### src/irqds_pkg.sv
// Package: constants for the interrupt and DMA resource routing block
package irqds_pkg;

	// Logical device count and numbers
	localparam int          NUM_DEV        = 8;    // Device number space 0..7
	localparam logic [2:0]  DEV_FLOPPY     = 3'h0; // Floppy controller
	localparam logic [2:0]  DEV_PARALLEL   = 3'h3; // Parallel port unit
	localparam logic [2:0]  DEV_SERIAL1    = 3'h4; // First serial port
	localparam logic [2:0]  DEV_SERIAL2    = 3'h5; // Second serial port
	localparam logic [2:0]  DEV_KEYBOARD   = 3'h7; // Keyboard controller unit

	// Global configuration indexes
	localparam logic [7:0]  IDX_DEV_NUM    = 8'h07; // Logical device number
	localparam logic [7:0]  IDX_POWER_CTRL = 8'h22; // Power control bit per device
	localparam logic [7:0]  IDX_OSC_CFG    = 8'h24; // Global oscillator config
	localparam logic [7:0]  IDX_PORT_LOW   = 8'h26; // Config port address low
	localparam logic [7:0]  IDX_PORT_HIGH  = 8'h27; // Config port address high

	// Per-device configuration indexes
	localparam logic [7:0]  IDX_ACTIVATE   = 8'h30; // Activate bit
	localparam logic [7:0]  IDX_BASE_HIGH  = 8'h60; // Base address high byte
	localparam logic [7:0]  IDX_BASE_LOW   = 8'h61; // Base address low byte
	localparam logic [7:0]  IDX_IRQ_SEL    = 8'h70; // interrupt_line_select
	localparam logic [7:0]  IDX_DMA_SEL    = 8'h74; // dma_channel_choice

	// Field positions
	localparam int          OSC_QUAL16_BIT = 6; // 16-bit address qualify

	// Reset values
	localparam logic [7:0]  IRQ_SEL_RST_FLOPPY = 8'h06;    // Floppy interrupt select
	localparam logic [7:0]  IRQ_SEL_RST_OTHER  = 8'h00;    // Other devices
	localparam logic [7:0]  DMA_SEL_RST_FLOPPY = 8'h02;    // Floppy DMA select
	localparam logic [7:0]  DMA_SEL_RST_PAR    = 8'h04;    // Devices 1 to 7
	localparam logic [7:0]  DMA_SEL_RST_OTHER  = 8'h04;    // No DMA active
	localparam logic [15:0] PORT_ADDR_STRAP0   = 16'h002E; // Strap low
	localparam logic [15:0] PORT_ADDR_STRAP1   = 16'h004E; // Strap high
	localparam logic [7:0]  OSC_CFG_RST        = 8'h00;    // Oscillator config

	// Address ranges
	localparam logic [15:0] PORT_RANGE_LO  = 16'h0100; // Config port lowest
	localparam logic [15:0] PORT_RANGE_HI  = 16'h0FFE; // Config port highest
	localparam logic [15:0] BASE_RANGE_LO  = 16'h0100; // Device base lowest
	localparam logic [15:0] BASE_RANGE_HI  = 16'h0FF8; // Device base highest

	// Selection encodings
	localparam logic [3:0]  IRQ_NONE       = 4'h0; // No interrupt
	localparam logic [3:0]  IRQ_SHARED_SMI = 4'h2; // Shared with management irq
	localparam logic [2:0]  DMA_CH_FIRST   = 3'h1; // Lowest active channel
	localparam logic [2:0]  DMA_CH_LAST    = 3'h3; // Highest active channel

	// Parallel extended mode codes with interrupt on unless service bit D2 is set
	localparam logic [2:0]  ECR_MODE_FIFO  = 3'h2; // FIFO mode
	localparam logic [2:0]  ECR_MODE_ECP   = 3'h3; // Extended capability
	localparam logic [2:0]  ECR_MODE_TEST  = 3'h6; // Test mode

endpackage : irqds_pkg

### src/irqds_route_if.sv
// Interface: per-device selections and qualified requests for the router
`timescale 1ns/1ps
`default_nettype none
interface irqds_route_if;
	logic [3:0]  irqSel  [0:7];   // Interrupt line per device
	logic [2:0]  dmaSel  [0:7];   // DMA channel per device
	logic [7:0]  irqQual;         // Qualified interrupt requests
	logic [7:0]  dmaQual;         // Qualified DMA requests
	logic [15:1] irqLines;        // Combined interrupt lines
	logic [3:1]  dmaLines;        // Combined DMA requests

	modport ctrl  (output irqSel, output dmaSel, output irqQual, output dmaQual,
		input irqLines, input dmaLines);
	modport route (input irqSel, input dmaSel, input irqQual, input dmaQual,
		output irqLines, output dmaLines);
endinterface : irqds_route_if
`default_nettype wire

### src/irqds_router.sv
// Module: combines qualified device requests onto interrupt and DMA lines
`timescale 1ns/1ps
`default_nettype none
module irqds_router (
	input  wire logic       clk_sys,   // System clock
	input  wire logic       rst_n,     // Async reset, active low
	irqds_route_if.route    rt         // Selections and requests
);

	logic [15:1] next_irqLines;   // Combined interrupt levels
	logic [3:1]  next_dmaLines;   // Combined DMA levels

	// OR every device that picked a line; unselected lines stay low
	always_comb begin
		next_irqLines = '0;
		next_dmaLines = '0;
		for (int d = 0; d < irqds_pkg::NUM_DEV; d++) begin
			for (int n = 1; n <= 15; n++) begin
				if (rt.irqQual[d] && (rt.irqSel[d] == 4'(n))) begin
					next_irqLines[n] = 1'b1;
				end
			end
			for (int c = 1; c <= 3; c++) begin
				if (rt.dmaQual[d] && (rt.dmaSel[d] == 3'(c))) begin
					next_dmaLines[c] = 1'b1;
				end
			end
		end
	end

	// Registered so lines never glitch while selections change
	always_ff @(posedge clk_sys or negedge rst_n) begin
		if (!rst_n) begin
			rt.irqLines <= '0;
			rt.dmaLines <= '0;
		end else begin
			rt.irqLines <= next_irqLines;
			rt.dmaLines <= next_dmaLines;
		end
	end

endmodule : irqds_router
`default_nettype wire

### src/irqds_top.sv
// Module: configuration port, per-device resource selects and request gating
`timescale 1ns/1ps
`default_nettype none
module irqds_top (
	input  wire logic        clk_sys,                 // System clock, 10 MHz
	input  wire logic        rst_n,                   // Power-on reset, active low
	input  wire logic        hardReset,               // Hard reset pulse
	input  wire logic        softReset,               // Soft reset pulse
	input  wire logic        config_port_strap,       // Strap pin, asynchronous
	input  wire logic [15:0] ioAddr,                  // Host I/O address
	input  wire logic [7:0]  ioWrData,                // Host write data
	input  wire logic        ioWr,                    // Host write strobe
	input  wire logic        ioRd,                    // Host read strobe
	output logic      [7:0]  ioRdData,                // Host read data
	output logic             ioRdHit,                 // Read claimed by config port
	input  wire logic        floppy_dma_irq_enable,   // Floppy output reg bit D3
	input  wire logic        floppyPowerDown,         // Floppy powered down
	input  wire logic        floppyIrqReq,            // Floppy interrupt request
	input  wire logic        floppyDmaReq,            // Floppy DMA request
	input  wire logic        parallel_irq_enable,     // Parallel control bit D4
	input  wire logic        parallelEcpMode,         // Parallel in extended mode
	input  wire logic [2:0]  parallelEcrMode,         // Extended mode code
	input  wire logic        ecp_service_irq_bit,     // Extended control bit D2
	input  wire logic        ecp_dma_enable_bit,      // Extended control bit D3
	input  wire logic        parallelIrqReq,          // Parallel interrupt request
	input  wire logic        parallel_dma_request,    // Parallel DMA request
	input  wire logic [3:0]  uartIrqEnable1,          // Serial 1 enable bits D0-D3
	input  wire logic [3:0]  uartIrqEnable2,          // Serial 2 enable bits D0-D3
	input  wire logic [1:0]  uart_aux_output_second,  // Modem control D2 per port
	input  wire logic [1:0]  serialIrqReq,            // Serial interrupt requests
	input  wire logic        kbdIrqReq,               // Keyboard interrupt request
	input  wire logic        smiReq,                  // Management interrupt event
	output logic      [15:1] irqLines,                // Interrupt lines, active high
	output logic             system_mgmt_irq_n,       // Management interrupt, active low
	output logic      [3:1]  dmaLines                 // DMA requests per channel
);

	// Configuration state
	logic [7:0]  indexReg;               // Config index register
	logic [2:0]  devNum;                 // Selected logical device
	logic [15:0] portAddr;               // Config port address
	logic [7:0]  oscCfg;                 // Global oscillator config
	logic [7:0]  devOn;                  // Linked activate and power bits
	logic [15:0] baseAddr [0:7];         // Device base addresses
	logic [7:0]  irqSelReg [0:7];        // interrupt_line_select per device
	logic [7:0]  dmaSelReg [0:7];        // dma_channel_choice per device
	logic        strapMeta;              // Strap sync stage 1
	logic        strapSync;              // Strap sync stage 2
	logic [1:0]  strapWait;              // Counts sync latency after release
	logic        strapTaken;             // Strap address loaded

	// Address match helper, optionally checking the top nibble
	function automatic logic addrMatch(input logic [15:0] a, b,
		input logic qual);
		addrMatch = (a[11:0] == b[11:0])
			&& (!qual || (a[15:12] == 4'h0));
	endfunction : addrMatch

	// Base address inside the legal device window
	function automatic logic baseValid(input logic [15:0] b);
		baseValid = (b >= irqds_pkg::BASE_RANGE_LO)
			&& (b <= irqds_pkg::BASE_RANGE_HI);
	endfunction : baseValid

	// Reset value of a device's interrupt select
	function automatic logic [7:0] irqRst(input int d);
		irqRst = (d == 0) ? irqds_pkg::IRQ_SEL_RST_FLOPPY
			: irqds_pkg::IRQ_SEL_RST_OTHER;
	endfunction : irqRst

	// Reset value of a device's DMA select
	function automatic logic [7:0] dmaRst(input int d);
		dmaRst = (d == 0) ? irqds_pkg::DMA_SEL_RST_FLOPPY
			: irqds_pkg::DMA_SEL_RST_PAR;
	endfunction : dmaRst

	// Port decode
	wire        qual16   = oscCfg[irqds_pkg::OSC_QUAL16_BIT];
	wire [15:0] dataAddr = portAddr + 16'h0001;
	wire        hitIndex = addrMatch(ioAddr, portAddr, qual16);
	wire        hitData  = addrMatch(ioAddr, dataAddr, qual16);
	wire        wrIndex  = ioWr && hitIndex;
	wire        wrData   = ioWr && hitData;
	wire        cfgReset = hardReset || softReset;
	wire        isDevIdx = (indexReg >= 8'h30);
	wire        newPortBit0 = 1'b0;                                     // Even addresses only

	// Read data selection
	logic [7:0] rdSel;
	always_comb begin
		rdSel = 8'h00;
		case (indexReg)
			irqds_pkg::IDX_DEV_NUM:    rdSel = {5'h00, devNum};
			irqds_pkg::IDX_POWER_CTRL: rdSel = devOn;
			irqds_pkg::IDX_OSC_CFG:    rdSel = oscCfg;
			irqds_pkg::IDX_PORT_LOW:   rdSel = portAddr[7:0];
			irqds_pkg::IDX_PORT_HIGH:  rdSel = portAddr[15:8];
			irqds_pkg::IDX_ACTIVATE:   rdSel = {7'h00, devOn[devNum]};
			irqds_pkg::IDX_BASE_HIGH:  rdSel = baseAddr[devNum][15:8];
			irqds_pkg::IDX_BASE_LOW:   rdSel = baseAddr[devNum][7:0];
			irqds_pkg::IDX_IRQ_SEL:    rdSel = irqSelReg[devNum];
			irqds_pkg::IDX_DMA_SEL:    rdSel = dmaSelReg[devNum];
			default:                   rdSel = 8'h00;
		endcase
	end

	// Strap synchroniser; only the second stage is read
	always_ff @(posedge clk_sys or negedge rst_n) begin
		if (!rst_n) begin
			strapMeta <= 1'b0;
			strapSync <= 1'b0;
		end else begin
			strapMeta <= config_port_strap;
			strapSync <= strapMeta;
		end
	end

	// Wait for the strap to pass the synchroniser before catching it
	always_ff @(posedge clk_sys or negedge rst_n) begin
		if (!rst_n) begin
			strapWait <= 2'h0;
		end else if (strapWait != 2'h3) begin
			strapWait <= strapWait + 2'h1;
		end
	end

	// Index register and global settings
	always_ff @(posedge clk_sys or negedge rst_n) begin
		if (!rst_n) begin
			indexReg   <= 8'h00;
			devNum     <= 3'h0;
			oscCfg     <= irqds_pkg::OSC_CFG_RST;
			portAddr   <= irqds_pkg::PORT_ADDR_STRAP0;
			strapTaken <= 1'b0;
		end else begin
			if (!strapTaken && (strapWait == 2'h3)) begin
				// Power-up location from the strap
				portAddr   <= strapSync ? irqds_pkg::PORT_ADDR_STRAP1
					: irqds_pkg::PORT_ADDR_STRAP0;
				strapTaken <= 1'b1;
			end else if (wrData && (indexReg == irqds_pkg::IDX_PORT_LOW)) begin
				portAddr[7:0] <= {ioWrData[7:1], newPortBit0};
			end else if (wrData && (indexReg == irqds_pkg::IDX_PORT_HIGH)) begin
				portAddr[15:8] <= ioWrData;
			end
			if (wrIndex) begin
				indexReg <= ioWrData;
			end
			if (cfgReset) begin
				devNum <= 3'h0;
			end else if (wrData && (indexReg == irqds_pkg::IDX_DEV_NUM)) begin
				devNum <= ioWrData[2:0];
			end
			if (hardReset) begin
				oscCfg <= irqds_pkg::OSC_CFG_RST;
			end else if (wrData && (indexReg == irqds_pkg::IDX_OSC_CFG)) begin
				oscCfg <= ioWrData;
			end
		end
	end

	// Per-device registers; every reset source restores the defaults
	always_ff @(posedge clk_sys or negedge rst_n) begin
		if (!rst_n) begin
			devOn <= 8'h00;
			for (int d = 0; d < irqds_pkg::NUM_DEV; d++) begin
				baseAddr[d]  <= 16'h0000;
				irqSelReg[d] <= irqRst(d);
				dmaSelReg[d] <= dmaRst(d);
			end
		end else if (cfgReset) begin
			devOn <= 8'h00;
			for (int d = 0; d < irqds_pkg::NUM_DEV; d++) begin
				baseAddr[d]  <= 16'h0000;
				irqSelReg[d] <= irqRst(d);
				dmaSelReg[d] <= dmaRst(d);
			end
		end else if (wrData) begin
			case (indexReg)
				irqds_pkg::IDX_POWER_CTRL: devOn <= ioWrData;
				irqds_pkg::IDX_ACTIVATE:   devOn[devNum] <= ioWrData[0];
				irqds_pkg::IDX_BASE_HIGH:  baseAddr[devNum][15:8] <= ioWrData;
				irqds_pkg::IDX_BASE_LOW:   baseAddr[devNum][7:0] <= ioWrData;
				irqds_pkg::IDX_IRQ_SEL:    irqSelReg[devNum] <= ioWrData;
				irqds_pkg::IDX_DMA_SEL:    dmaSelReg[devNum] <= ioWrData;
				default: ;
			endcase
		end
	end

	// Read data is registered; hit flags when the port answered
	always_ff @(posedge clk_sys or negedge rst_n) begin
		if (!rst_n) begin
			ioRdData <= 8'h00;
			ioRdHit  <= 1'b0;
		end else begin
			ioRdHit  <= ioRd && (hitIndex || hitData);
			if (ioRd && hitIndex) begin
				ioRdData <= indexReg;
			end else if (ioRd && hitData) begin
				ioRdData <= (isDevIdx || (indexReg <= irqds_pkg::IDX_PORT_HIGH))
					? rdSel : 8'h00;
			end
		end
	end

	// Configuration gate: active device with a legal base; keyboard needs only its activate bit
	wire [7:0] cfgOk;
	for (genvar g = 0; g < 8; g++) begin : gCfg
		if (g == 7) begin : gKbd
			assign cfgOk[g] = devOn[g];                    // Keyboard base is fixed
		end else begin : gRel
			assign cfgOk[g] = devOn[g] && baseValid(baseAddr[g]);
		end
	end

	// Selection validity
	wire [7:0] irqPicked;
	wire [7:0] dmaPicked;
	for (genvar g = 0; g < 8; g++) begin : gSel
		assign irqPicked[g] = irqSelReg[g][3:0] != irqds_pkg::IRQ_NONE;
		assign dmaPicked[g] = (dmaSelReg[g][2:0] >= irqds_pkg::DMA_CH_FIRST)
			&& (dmaSelReg[g][2:0] <= irqds_pkg::DMA_CH_LAST);
	end

	// Function-level gating
	wire floppyOk  = floppy_dma_irq_enable && !floppyPowerDown;
	wire ecpIrqOn  = (parallelEcrMode == irqds_pkg::ECR_MODE_FIFO)
		|| (parallelEcrMode == irqds_pkg::ECR_MODE_ECP)
		|| (parallelEcrMode == irqds_pkg::ECR_MODE_TEST);
	wire parIrqOk  = parallelEcpMode
		? ((ecpIrqOn || parallel_irq_enable) && !ecp_service_irq_bit)
		: parallel_irq_enable;
	wire parDmaOk  = parallelEcpMode && ecp_dma_enable_bit;
	wire ser1Ok    = (|uartIrqEnable1) && uart_aux_output_second[0];
	wire ser2Ok    = (|uartIrqEnable2) && uart_aux_output_second[1];

	// Router connection
	irqds_route_if rif ();

	// Raw requests and function enables laid out by device number
	wire [7:0] rawIrq = {kbdIrqReq, 1'b0, serialIrqReq[1], serialIrqReq[0],
		parallelIrqReq, 2'b00, floppyIrqReq};
	wire [7:0] rawDma = {4'h0, parallel_dma_request, 2'b00, floppyDmaReq};
	wire [7:0] fnIrqOk = {1'b1, 1'b0, ser2Ok, ser1Ok, parIrqOk, 2'b00, floppyOk};
	wire [7:0] fnDmaOk = {4'h0, parDmaOk, 2'b00, floppyOk};

	// Qualify each request by config, selection and function enable
	for (genvar g = 0; g < 8; g++) begin : gQual
		assign rif.irqSel[g]  = irqSelReg[g][3:0];
		assign rif.dmaSel[g]  = dmaSelReg[g][2:0];
		assign rif.irqQual[g] = rawIrq[g] && cfgOk[g]
			&& irqPicked[g] && fnIrqOk[g];
		assign rif.dmaQual[g] = rawDma[g] && cfgOk[g]
			&& dmaPicked[g] && fnDmaOk[g];
	end

	irqds_router uRouter (
		.clk_sys (clk_sys),
		.rst_n   (rst_n),
		.rt      (rif)
	);

	// Output drive; management interrupt is a separate active-low pin
	assign irqLines = rif.irqLines;
	assign dmaLines = rif.dmaLines;

	// Registered management interrupt; shares IRQ2 only by software care
	always_ff @(posedge clk_sys or negedge rst_n) begin
		if (!rst_n) begin
			system_mgmt_irq_n <= 1'b1;
		end else begin
			system_mgmt_irq_n <= !smiReq;
		end
	end

endmodule : irqds_top
`default_nettype wire

### config.mk
export PLATFORM = sky130hd
export DESIGN_NAME = irqds_top
export DESIGN_NICKNAME = d
export VERILOG_FILES = /design/src/irqds_pkg.sv /design/src/irqds_route_if.sv /design/src/irqds_router.sv /design/src/irqds_top.sv
export SDC_FILE = /design/constraint.sdc
export NUM_CORES = 1
export LEC_CHECK = 0
export BUFFER_PORTS_ARGS = -buffer_cell sky130_fd_sc_hd__buf_2
export CAP_MARGIN = 0
export CORE_ASPECT_RATIO = 0.5
export CORE_UTILIZATION = 30
export CTS_CLUSTER_DIAMETER = 120
export DETAILED_ROUTE_END_ITERATION = 8
export GPL_ROUTABILITY_DRIVEN = 0
export GPL_TIMING_DRIVEN = 0
export PLACE_DENSITY_LB_ADDON = 0.3
export SLEW_MARGIN = 5
export SYNTH_ARGS = -nofsm -noshare
export SYNTH_HDL_FRONTEND = slang
export SYNTH_HIERARCHICAL = 1
export SYNTH_SLANG_ARGS = --single-unit
### constraint.sdc
create_clock -name clk_sys -period 2.5 [get_ports clk_sys]
set_input_delay 0.125 -clock clk_sys [delete_from_list [all_inputs] [get_ports clk_sys]]
set_output_delay 0.125 -clock clk_sys [all_outputs]
set_load 0.05 [all_outputs]
**After elaboration in Yosys (flattened, before gate mapping)**

Index checks and enable logic that the tools add are counted.

- Add/sub/neg operators: 2
- Magnitude comparators: 18
- Equality and inequality tests: 99
- Muxes and demuxes: 131
- Bitwise gates (word level): 1
- Reduce and logical (&&, ||, !) cells: 165

Operator list:

| operator | count |
|---|---|
| two-way mux 64 bit | 6 |
| bitwise mux 128 bit | 2 |
| two-way mux 128 bit | 2 |
| case mux 128 bit (2 select lines) | 1 |
| equality test 4 bit, second input constant | 40 |
| logical AND 1 bit | 130 |
| bitwise mux 64 bit | 2 |
| two-way mux 8 bit | 16 |
| demux 16 bit (select 3 bit) | 2 |
| two-way mux 1 bit | 84 |
| equality test 4 x 3 -> 1 bit, second input constant | 20 |
| case mux 8 bit (10 select lines) | 1 |
| greater-or-equal comparator 16 x 9 -> 1 bit, second input constant | 4 |
| <= comparator 16 x 12 -> 1 bit, second input constant | 4 |
| two-way mux 16 bit | 4 |
| binary-select mux 16 bit (select 3 bit) | 1 |
| binary-select mux 8 bit (select 3 bit) | 2 |
| equality test 4 x 2 -> 1 bit, second input constant | 10 |
| equality test 8 x 6 -> 1 bit, second input constant | 5 |
| equality test 8 x 7 -> 1 bit, second input constant | 4 |
| demux 8 bit (select 3 bit) | 1 |
| equality test 12 bit | 2 |
| equality test 4 x 1 -> 1 bit, second input constant | 5 |
| nonzero test 4 bit | 5 |
| other kinds (29) | 63 |

- Flip-flop bits (word level): 332
- Input port bits: 58
- Output and inout bits: 28

**Depth between registers and ports, before layout**

- Depth in word-level cells: 12
- Depth in mapped cells: 10

**Hierarchy**

The synthesis kept the hierarchy.

By module, submodules not included:

| module | times used | cells each | area each (sq um) |
|---|---|---|---|
| irqds_top | 1 | 1,514 | 16,555.9 |
| irqds_router | 1 | 237 | 1,814.2 |

**Worst setup path after synthesis**

No wires, ideal clock.

- Path kind: reg2reg
- Start: register baseAddr[77] in the netlist's numbering
- End: register uRouter.rt.irqLines[1]
- Arrival time: 2.496 ns
- Data required time: 2.410 ns
- Setup slack: -0.086 ns
- Cell stages (with the launch flop): 8
- Path through: dfrtp_1 or4b_2 nor4_1 nor4b_1 or3b_2 nor3_1 a31oi_1 o2111ai_1

- Cells in the longest elaborated chain, start to end: 11
- Elaborated cells on any way between the ends: 12

RTL lines:

| item | RTL line | RTL |
|---|---|---|
| start: declaration | irqds_top.sv:44 | `logic [15:0] baseAddr [0:7];` |
| start signal: indexed assignment | irqds_top.sv:182 | `irqds_pkg::IDX_BASE_HIGH: baseAddr[devNum][15:8] <= ioWrData;` |
| start signal: indexed assignment | irqds_top.sv:183 | `irqds_pkg::IDX_BASE_LOW: baseAddr[devNum][7:0] <= ioWrData;` |
| greater-or-equal comparator 16 x 9 -> 1 bit / <= comparator 16 x 12 -> 1 bit (equally long branches) | irqds_top.sv:61, irqds_top.sv:62 |  |
| logical AND 1 bit * | irqds_top.sv:62 | `&& (b <= irqds_pkg::BASE_RANGE_HI);` |
| logical AND 1 bit * | irqds_top.sv:213 | `assign cfgOk[g] = devOn[g] && baseValid(baseAddr[g]);` |
| logical AND 1 bit * | irqds_top.sv:252 | `assign rif.irqQual[g] = rawIrq[g] && cfgOk[g]` |
| logical AND 1 bit * (2 in series) | irqds_top.sv:253 | `&& irqPicked[g] && fnIrqOk[g];` |
| named net rif.irqQual[3] | irqds_route_if.sv:7 | `logic [7:0] irqQual;` |
| logical AND 1 bit * | irqds_router.sv:19 | `if (rt.irqQual[d] && (rt.irqSel[d] == 4'(n))) begin` |
| two-way mux 1 bit * (4 in series) | irqds_router.sv:19 |  |
| named net uRouter.next_irqLines, one bit | irqds_router.sv:10 | `logic [15:1] next_irqLines;` |
| end signal: assignment | irqds_router.sv:37 | `rt.irqLines <= next_irqLines;` |
| end: declaration | irqds_route_if.sv:15 | `output irqLines, output dmaLines);` |

The timed path passes the listed nets; every way through them passes the cells marked *.
A chain may end at the register's enable or synchronous reset.

**Worst setup path in the final report**

- Start: register devOn[3]
- End: register uRouter.rt.irqLines[10]

- Cells in the longest elaborated chain, start to end: 9

RTL lines:

| item | RTL line | RTL |
|---|---|---|
| start: declaration | irqds_top.sv:43 | `logic [7:0] devOn;` |
| start signal: assignment | irqds_top.sv:180 | `irqds_pkg::IDX_POWER_CTRL: devOn <= ioWrData;` |
| start signal: indexed assignment | irqds_top.sv:181 | `irqds_pkg::IDX_ACTIVATE: devOn[devNum] <= ioWrData[0];` |
| logical AND 1 bit | irqds_top.sv:213 |  |
| logical AND 1 bit | irqds_top.sv:252 |  |
| logical AND 1 bit (2 in series) | irqds_top.sv:253 |  |
| named net rif.irqQual[3] | irqds_route_if.sv:7 |  |
| logical AND 1 bit | irqds_router.sv:19 |  |
| two-way mux 1 bit (4 in series) | irqds_router.sv:19 |  |
| named net uRouter.next_irqLines, one bit | irqds_router.sv:10 |  |

The timed path passes the listed nets, and every way through them passes these cells.

==> flow_summary.yaml <==
run_status:
  status: "finished with violations"
  violations: "negative setup slack"
timing:
  period_share_pct: 107
  period_minus_slack_ns: 2.66
  hold_viol: 0
  maxSlewViolCount: 0
  max_clock_freq_mhz: 375
  slew_headroom_pct: 11.9
  setup_ws_ns: -0.165
  skew_ns: 0.0286
  setup_viol: 14
  worst_pin_slew_ns: 1.32
  fin_hold_ws_ns: 0.0564
  rsz0062_at_grt: "yes"
yosys:
  synth_seq_cells: 331
  avgSynthCellArea_um2: 10.5
  synth-simple-area-share_pct: 19.6
  synth_top_family_by_area: "multiplexers"
  synth_most_common_cell: "nor2_1"
  synth_flop_cell: "dfrtp_1"
  synth.distinct_cells: 84
  synthTopCellsByArea: "dfrtp_1, mux2i_1, nor2_1, mux4_2, mux2_2"
  synthCells: 1751
  synth_compound_area_share_pct: 8.37
  muxShareOfSynthArea_pct: 22.7
  yosysTopAreaCell: "dfrtp_1"
  synth_common_cells: "nor2_1, dfrtp_1, mux2i_1"
  synth-xor-area-share_pct: 0.572
  synth_top_area_share_pct: 43.0
  synth-edff-count: 0
  async_reset_ff_share_pct: 100
  synthAdderAreaFrac_pct: 0.0681
  seq_area_frac_synth_pct: 45.2
  syn_area_um2: 18400
  yosys_warnings: 6
pwr:
  p_switching_w: 0.00276
  p_comb_share_pct: 4.9
  total_power_w: 0.0114
  p_leak_nw: 10.1
  switching_share_pct: 24.1
  vdd_drop_max_uv: 348
  power_frac_seq_pct: 47.0
  power_frac_clock_pct: 48.2
  intPower_w: 0.00867
  pwr_density_cell_nw_per_um2: 502
critical_path:
  cp_max_fo: 4
  slowest_delay_ns: 0.49
  rrSetupSlack_ns: -0.16
  start_kind: "flop"
  arrival_ns: 3.16
  required_ns: 2.99
  worst-setup-path-type: "flop to flop"
  cp_slowest_cell: "or4b_4"
  cp-end-kind: "flop"
  cpMostUsedCell: "buf_4"
  worstPathCellList: "or4b_4 -> nor4_4 -> buf_4 -> nor4b_4 -> buf_4 -> nand3b_1 -> buf_4 -> o22ai_2 -> or4_1"
  rr_worst_depth: 9
floorplanning:
  rows: 63
  core_um2: 59800
  die_area_um2: 62300
  die_x_um: 352
  io_pins: 86
  start_util_pct: 30.7
  fp.dieH_um: 177
placement:
  portBuffers: 76
  hpwl_um: 53600
  dp_cells: 2670
clock_network:
  cts_buffers: 35
  htreeDepth: 2
  path_clk_slew_ns: 0.07
  cts_tree: "done"
  cts-root-buf: "clkbuf_16"
  clkLatencyLatePin_ns: 0.55
  clock_sinks: 331
  clk_path_buf_depth: 3
grt:
  grt_max_degree: 110
  gr-usage-all-layers_pct: 24.1
  grt_antenna_before_repair: 0
  grt_overflow: 0
  grt_pass1_vias: 15416
  grt_pass1_wl_um: 110000
layout:
  final_cells: 2788
  area_growth_pct: 24.0
  final_layout_size_suffix_gt1_share_pct: 24.4
  fill_cells: 5920
  fin_nets: 2010
  antennaDiodeCount: 0
worst_hold_path:
  min_path_type: "primary input to flop"
  hold_depth: 3
detailed_routing:
  drt_wl_total_um: 76300
  drtIter0Drc: 2345
  drtAntennaViolNets: 0
  via_count: 16191
  route.detailed.drc: 0
  post_drt_via_cell_ratio: 5.81
  routedWlPerCell_um: 27.4
  dr.pass1.iters: 7
job:
  cap_viol_max_count: 0
metrics by stage:
stage                     setup WS [ns]  utilization (%)  setup TNS (ns)  cell area, µm²
after floorplan                  0.0312                -               0           18500
after global placement            -5.47             33.2        -1851.98           19900
after detailed placement          -1.36             33.4          -85.75           20000
after CTS                        -0.148             37.4          -0.986           22400
after global routing             -0.175             38.1           -1.43           22800
final                            -0.165             38.1           -1.02           22800
final timing paths:
path                                      startpoint                                end
worst max-delay path            devOn[3]$_DFFE_PN0P_  uRouter/rt.irqLines[10]$_DFF_PN0_
worst min-delay path                       softReset          irqSelReg[57]$_DFFE_PN1P_
worst max register to register  devOn[3]$_DFFE_PN0P_  uRouter/rt.irqLines[10]$_DFF_PN0_
worst min register to register   strapMeta$_DFF_PN0_                strapSync$_DFF_PN0_
max in group asynchronous                      rst_n            portAddr[3]$_DFFE_PN1P_
min in group asynchronous                      rst_n   uRouter/rt.dmaLines[1]$_DFF_PN0_
kinds of logic after synthesis:
group | after synthesis
other | 1
and+or+nand+nor | 679
DFF | 331
muxes | 372
xor gates and xnor gates | 12
buffers and inverters | 144
AOI/OAI and AO/OA | 211
adders and majority gates | 1
area by class of cell:
type                    instances  area, µm²  share of cell area (%)
inverters                      15       56.3                   0.247
plain buffers                 125        778                    3.42
flip-flops and latches        331       8320                    36.5
clock buffers                  53       1090                    4.77
clock inverters                 9        100                   0.439
well taps                     812       1020                    4.46
multi-input cells            1302      10300                    45.2
repair buffers                141       1130                    4.95
repair_timing:
| item | in CTS | in global routing |
|---|---|---|
| buffers inserted | 47 | 11 |
| pin swaps | 42 | 31 |
| resized for setup | 150 | 75 |
| endpoints found under the hold margin | 63 | 0 |
| setup endpoints to repair | 285 | 249 |
| hold buffers | 3 | 0 |
power groups by stage:
stage | clock network (W) | registers (W) | logic (W)
2_1_floorplan | 0 | 0.00547 | 0.000178
3_3_place_gp | 0 | 0.00547 | 0.000520
3_5_place_dp | 0 | 0.00547 | 0.000536
4_1_cts | 0.00555 | 0.00537 | 0.000545
5_1_grt | 0.00576 | 0.00536 | 0.000586
6_report | 0.00551 | 0.00537 | 0.000557
sequential cells by signal, indices dropped and copies added, names as in the netlist, 8 cells and up:
name,flops
baseAddr,128
dmaSelReg,64
irqSelReg,64
portAddr,15
uRouter/rt.irqLines,15
devOn,8
indexReg,8
ioRdData,8
oscCfg,8
cells in the final DEF (no fill, tap or decap), drive strengths merged, types with 9 or more instances in the layout:
cell	count
a21oi	27
a221oi	26
a22o	12
a22oi	17
buf	194
clkbuf	122
conb	27
dfrtp	316
dfstp	15
inv	15
mux2	41
mux2i	300
mux4	31
nand2	89
nand2b	28
nand3	46
nand3b	20
nand4	10
nor2	320
nor2b	11
nor3	56
nor4	20
nor4b	9
o21ai	22
o22ai	35
xor2	9
routing by layer:
metal / GRT usage [%] / wire, µm
met5: 0 / 0
met4: 9.75 / 3520
met3: 6.16 / 8460
met2: 35.1 / 31800
met1: 34.0 / 32600
critical path, delay by kind of cell (launching register included):
kind,cells,cell delay (ns)
DFF,1,0.46
AOI/OAI and AO/OA,1,0.13
and+or+nand+nor,5,1.36
buffers and inverters,3,0.64
(Power assumes the default switching activity.)
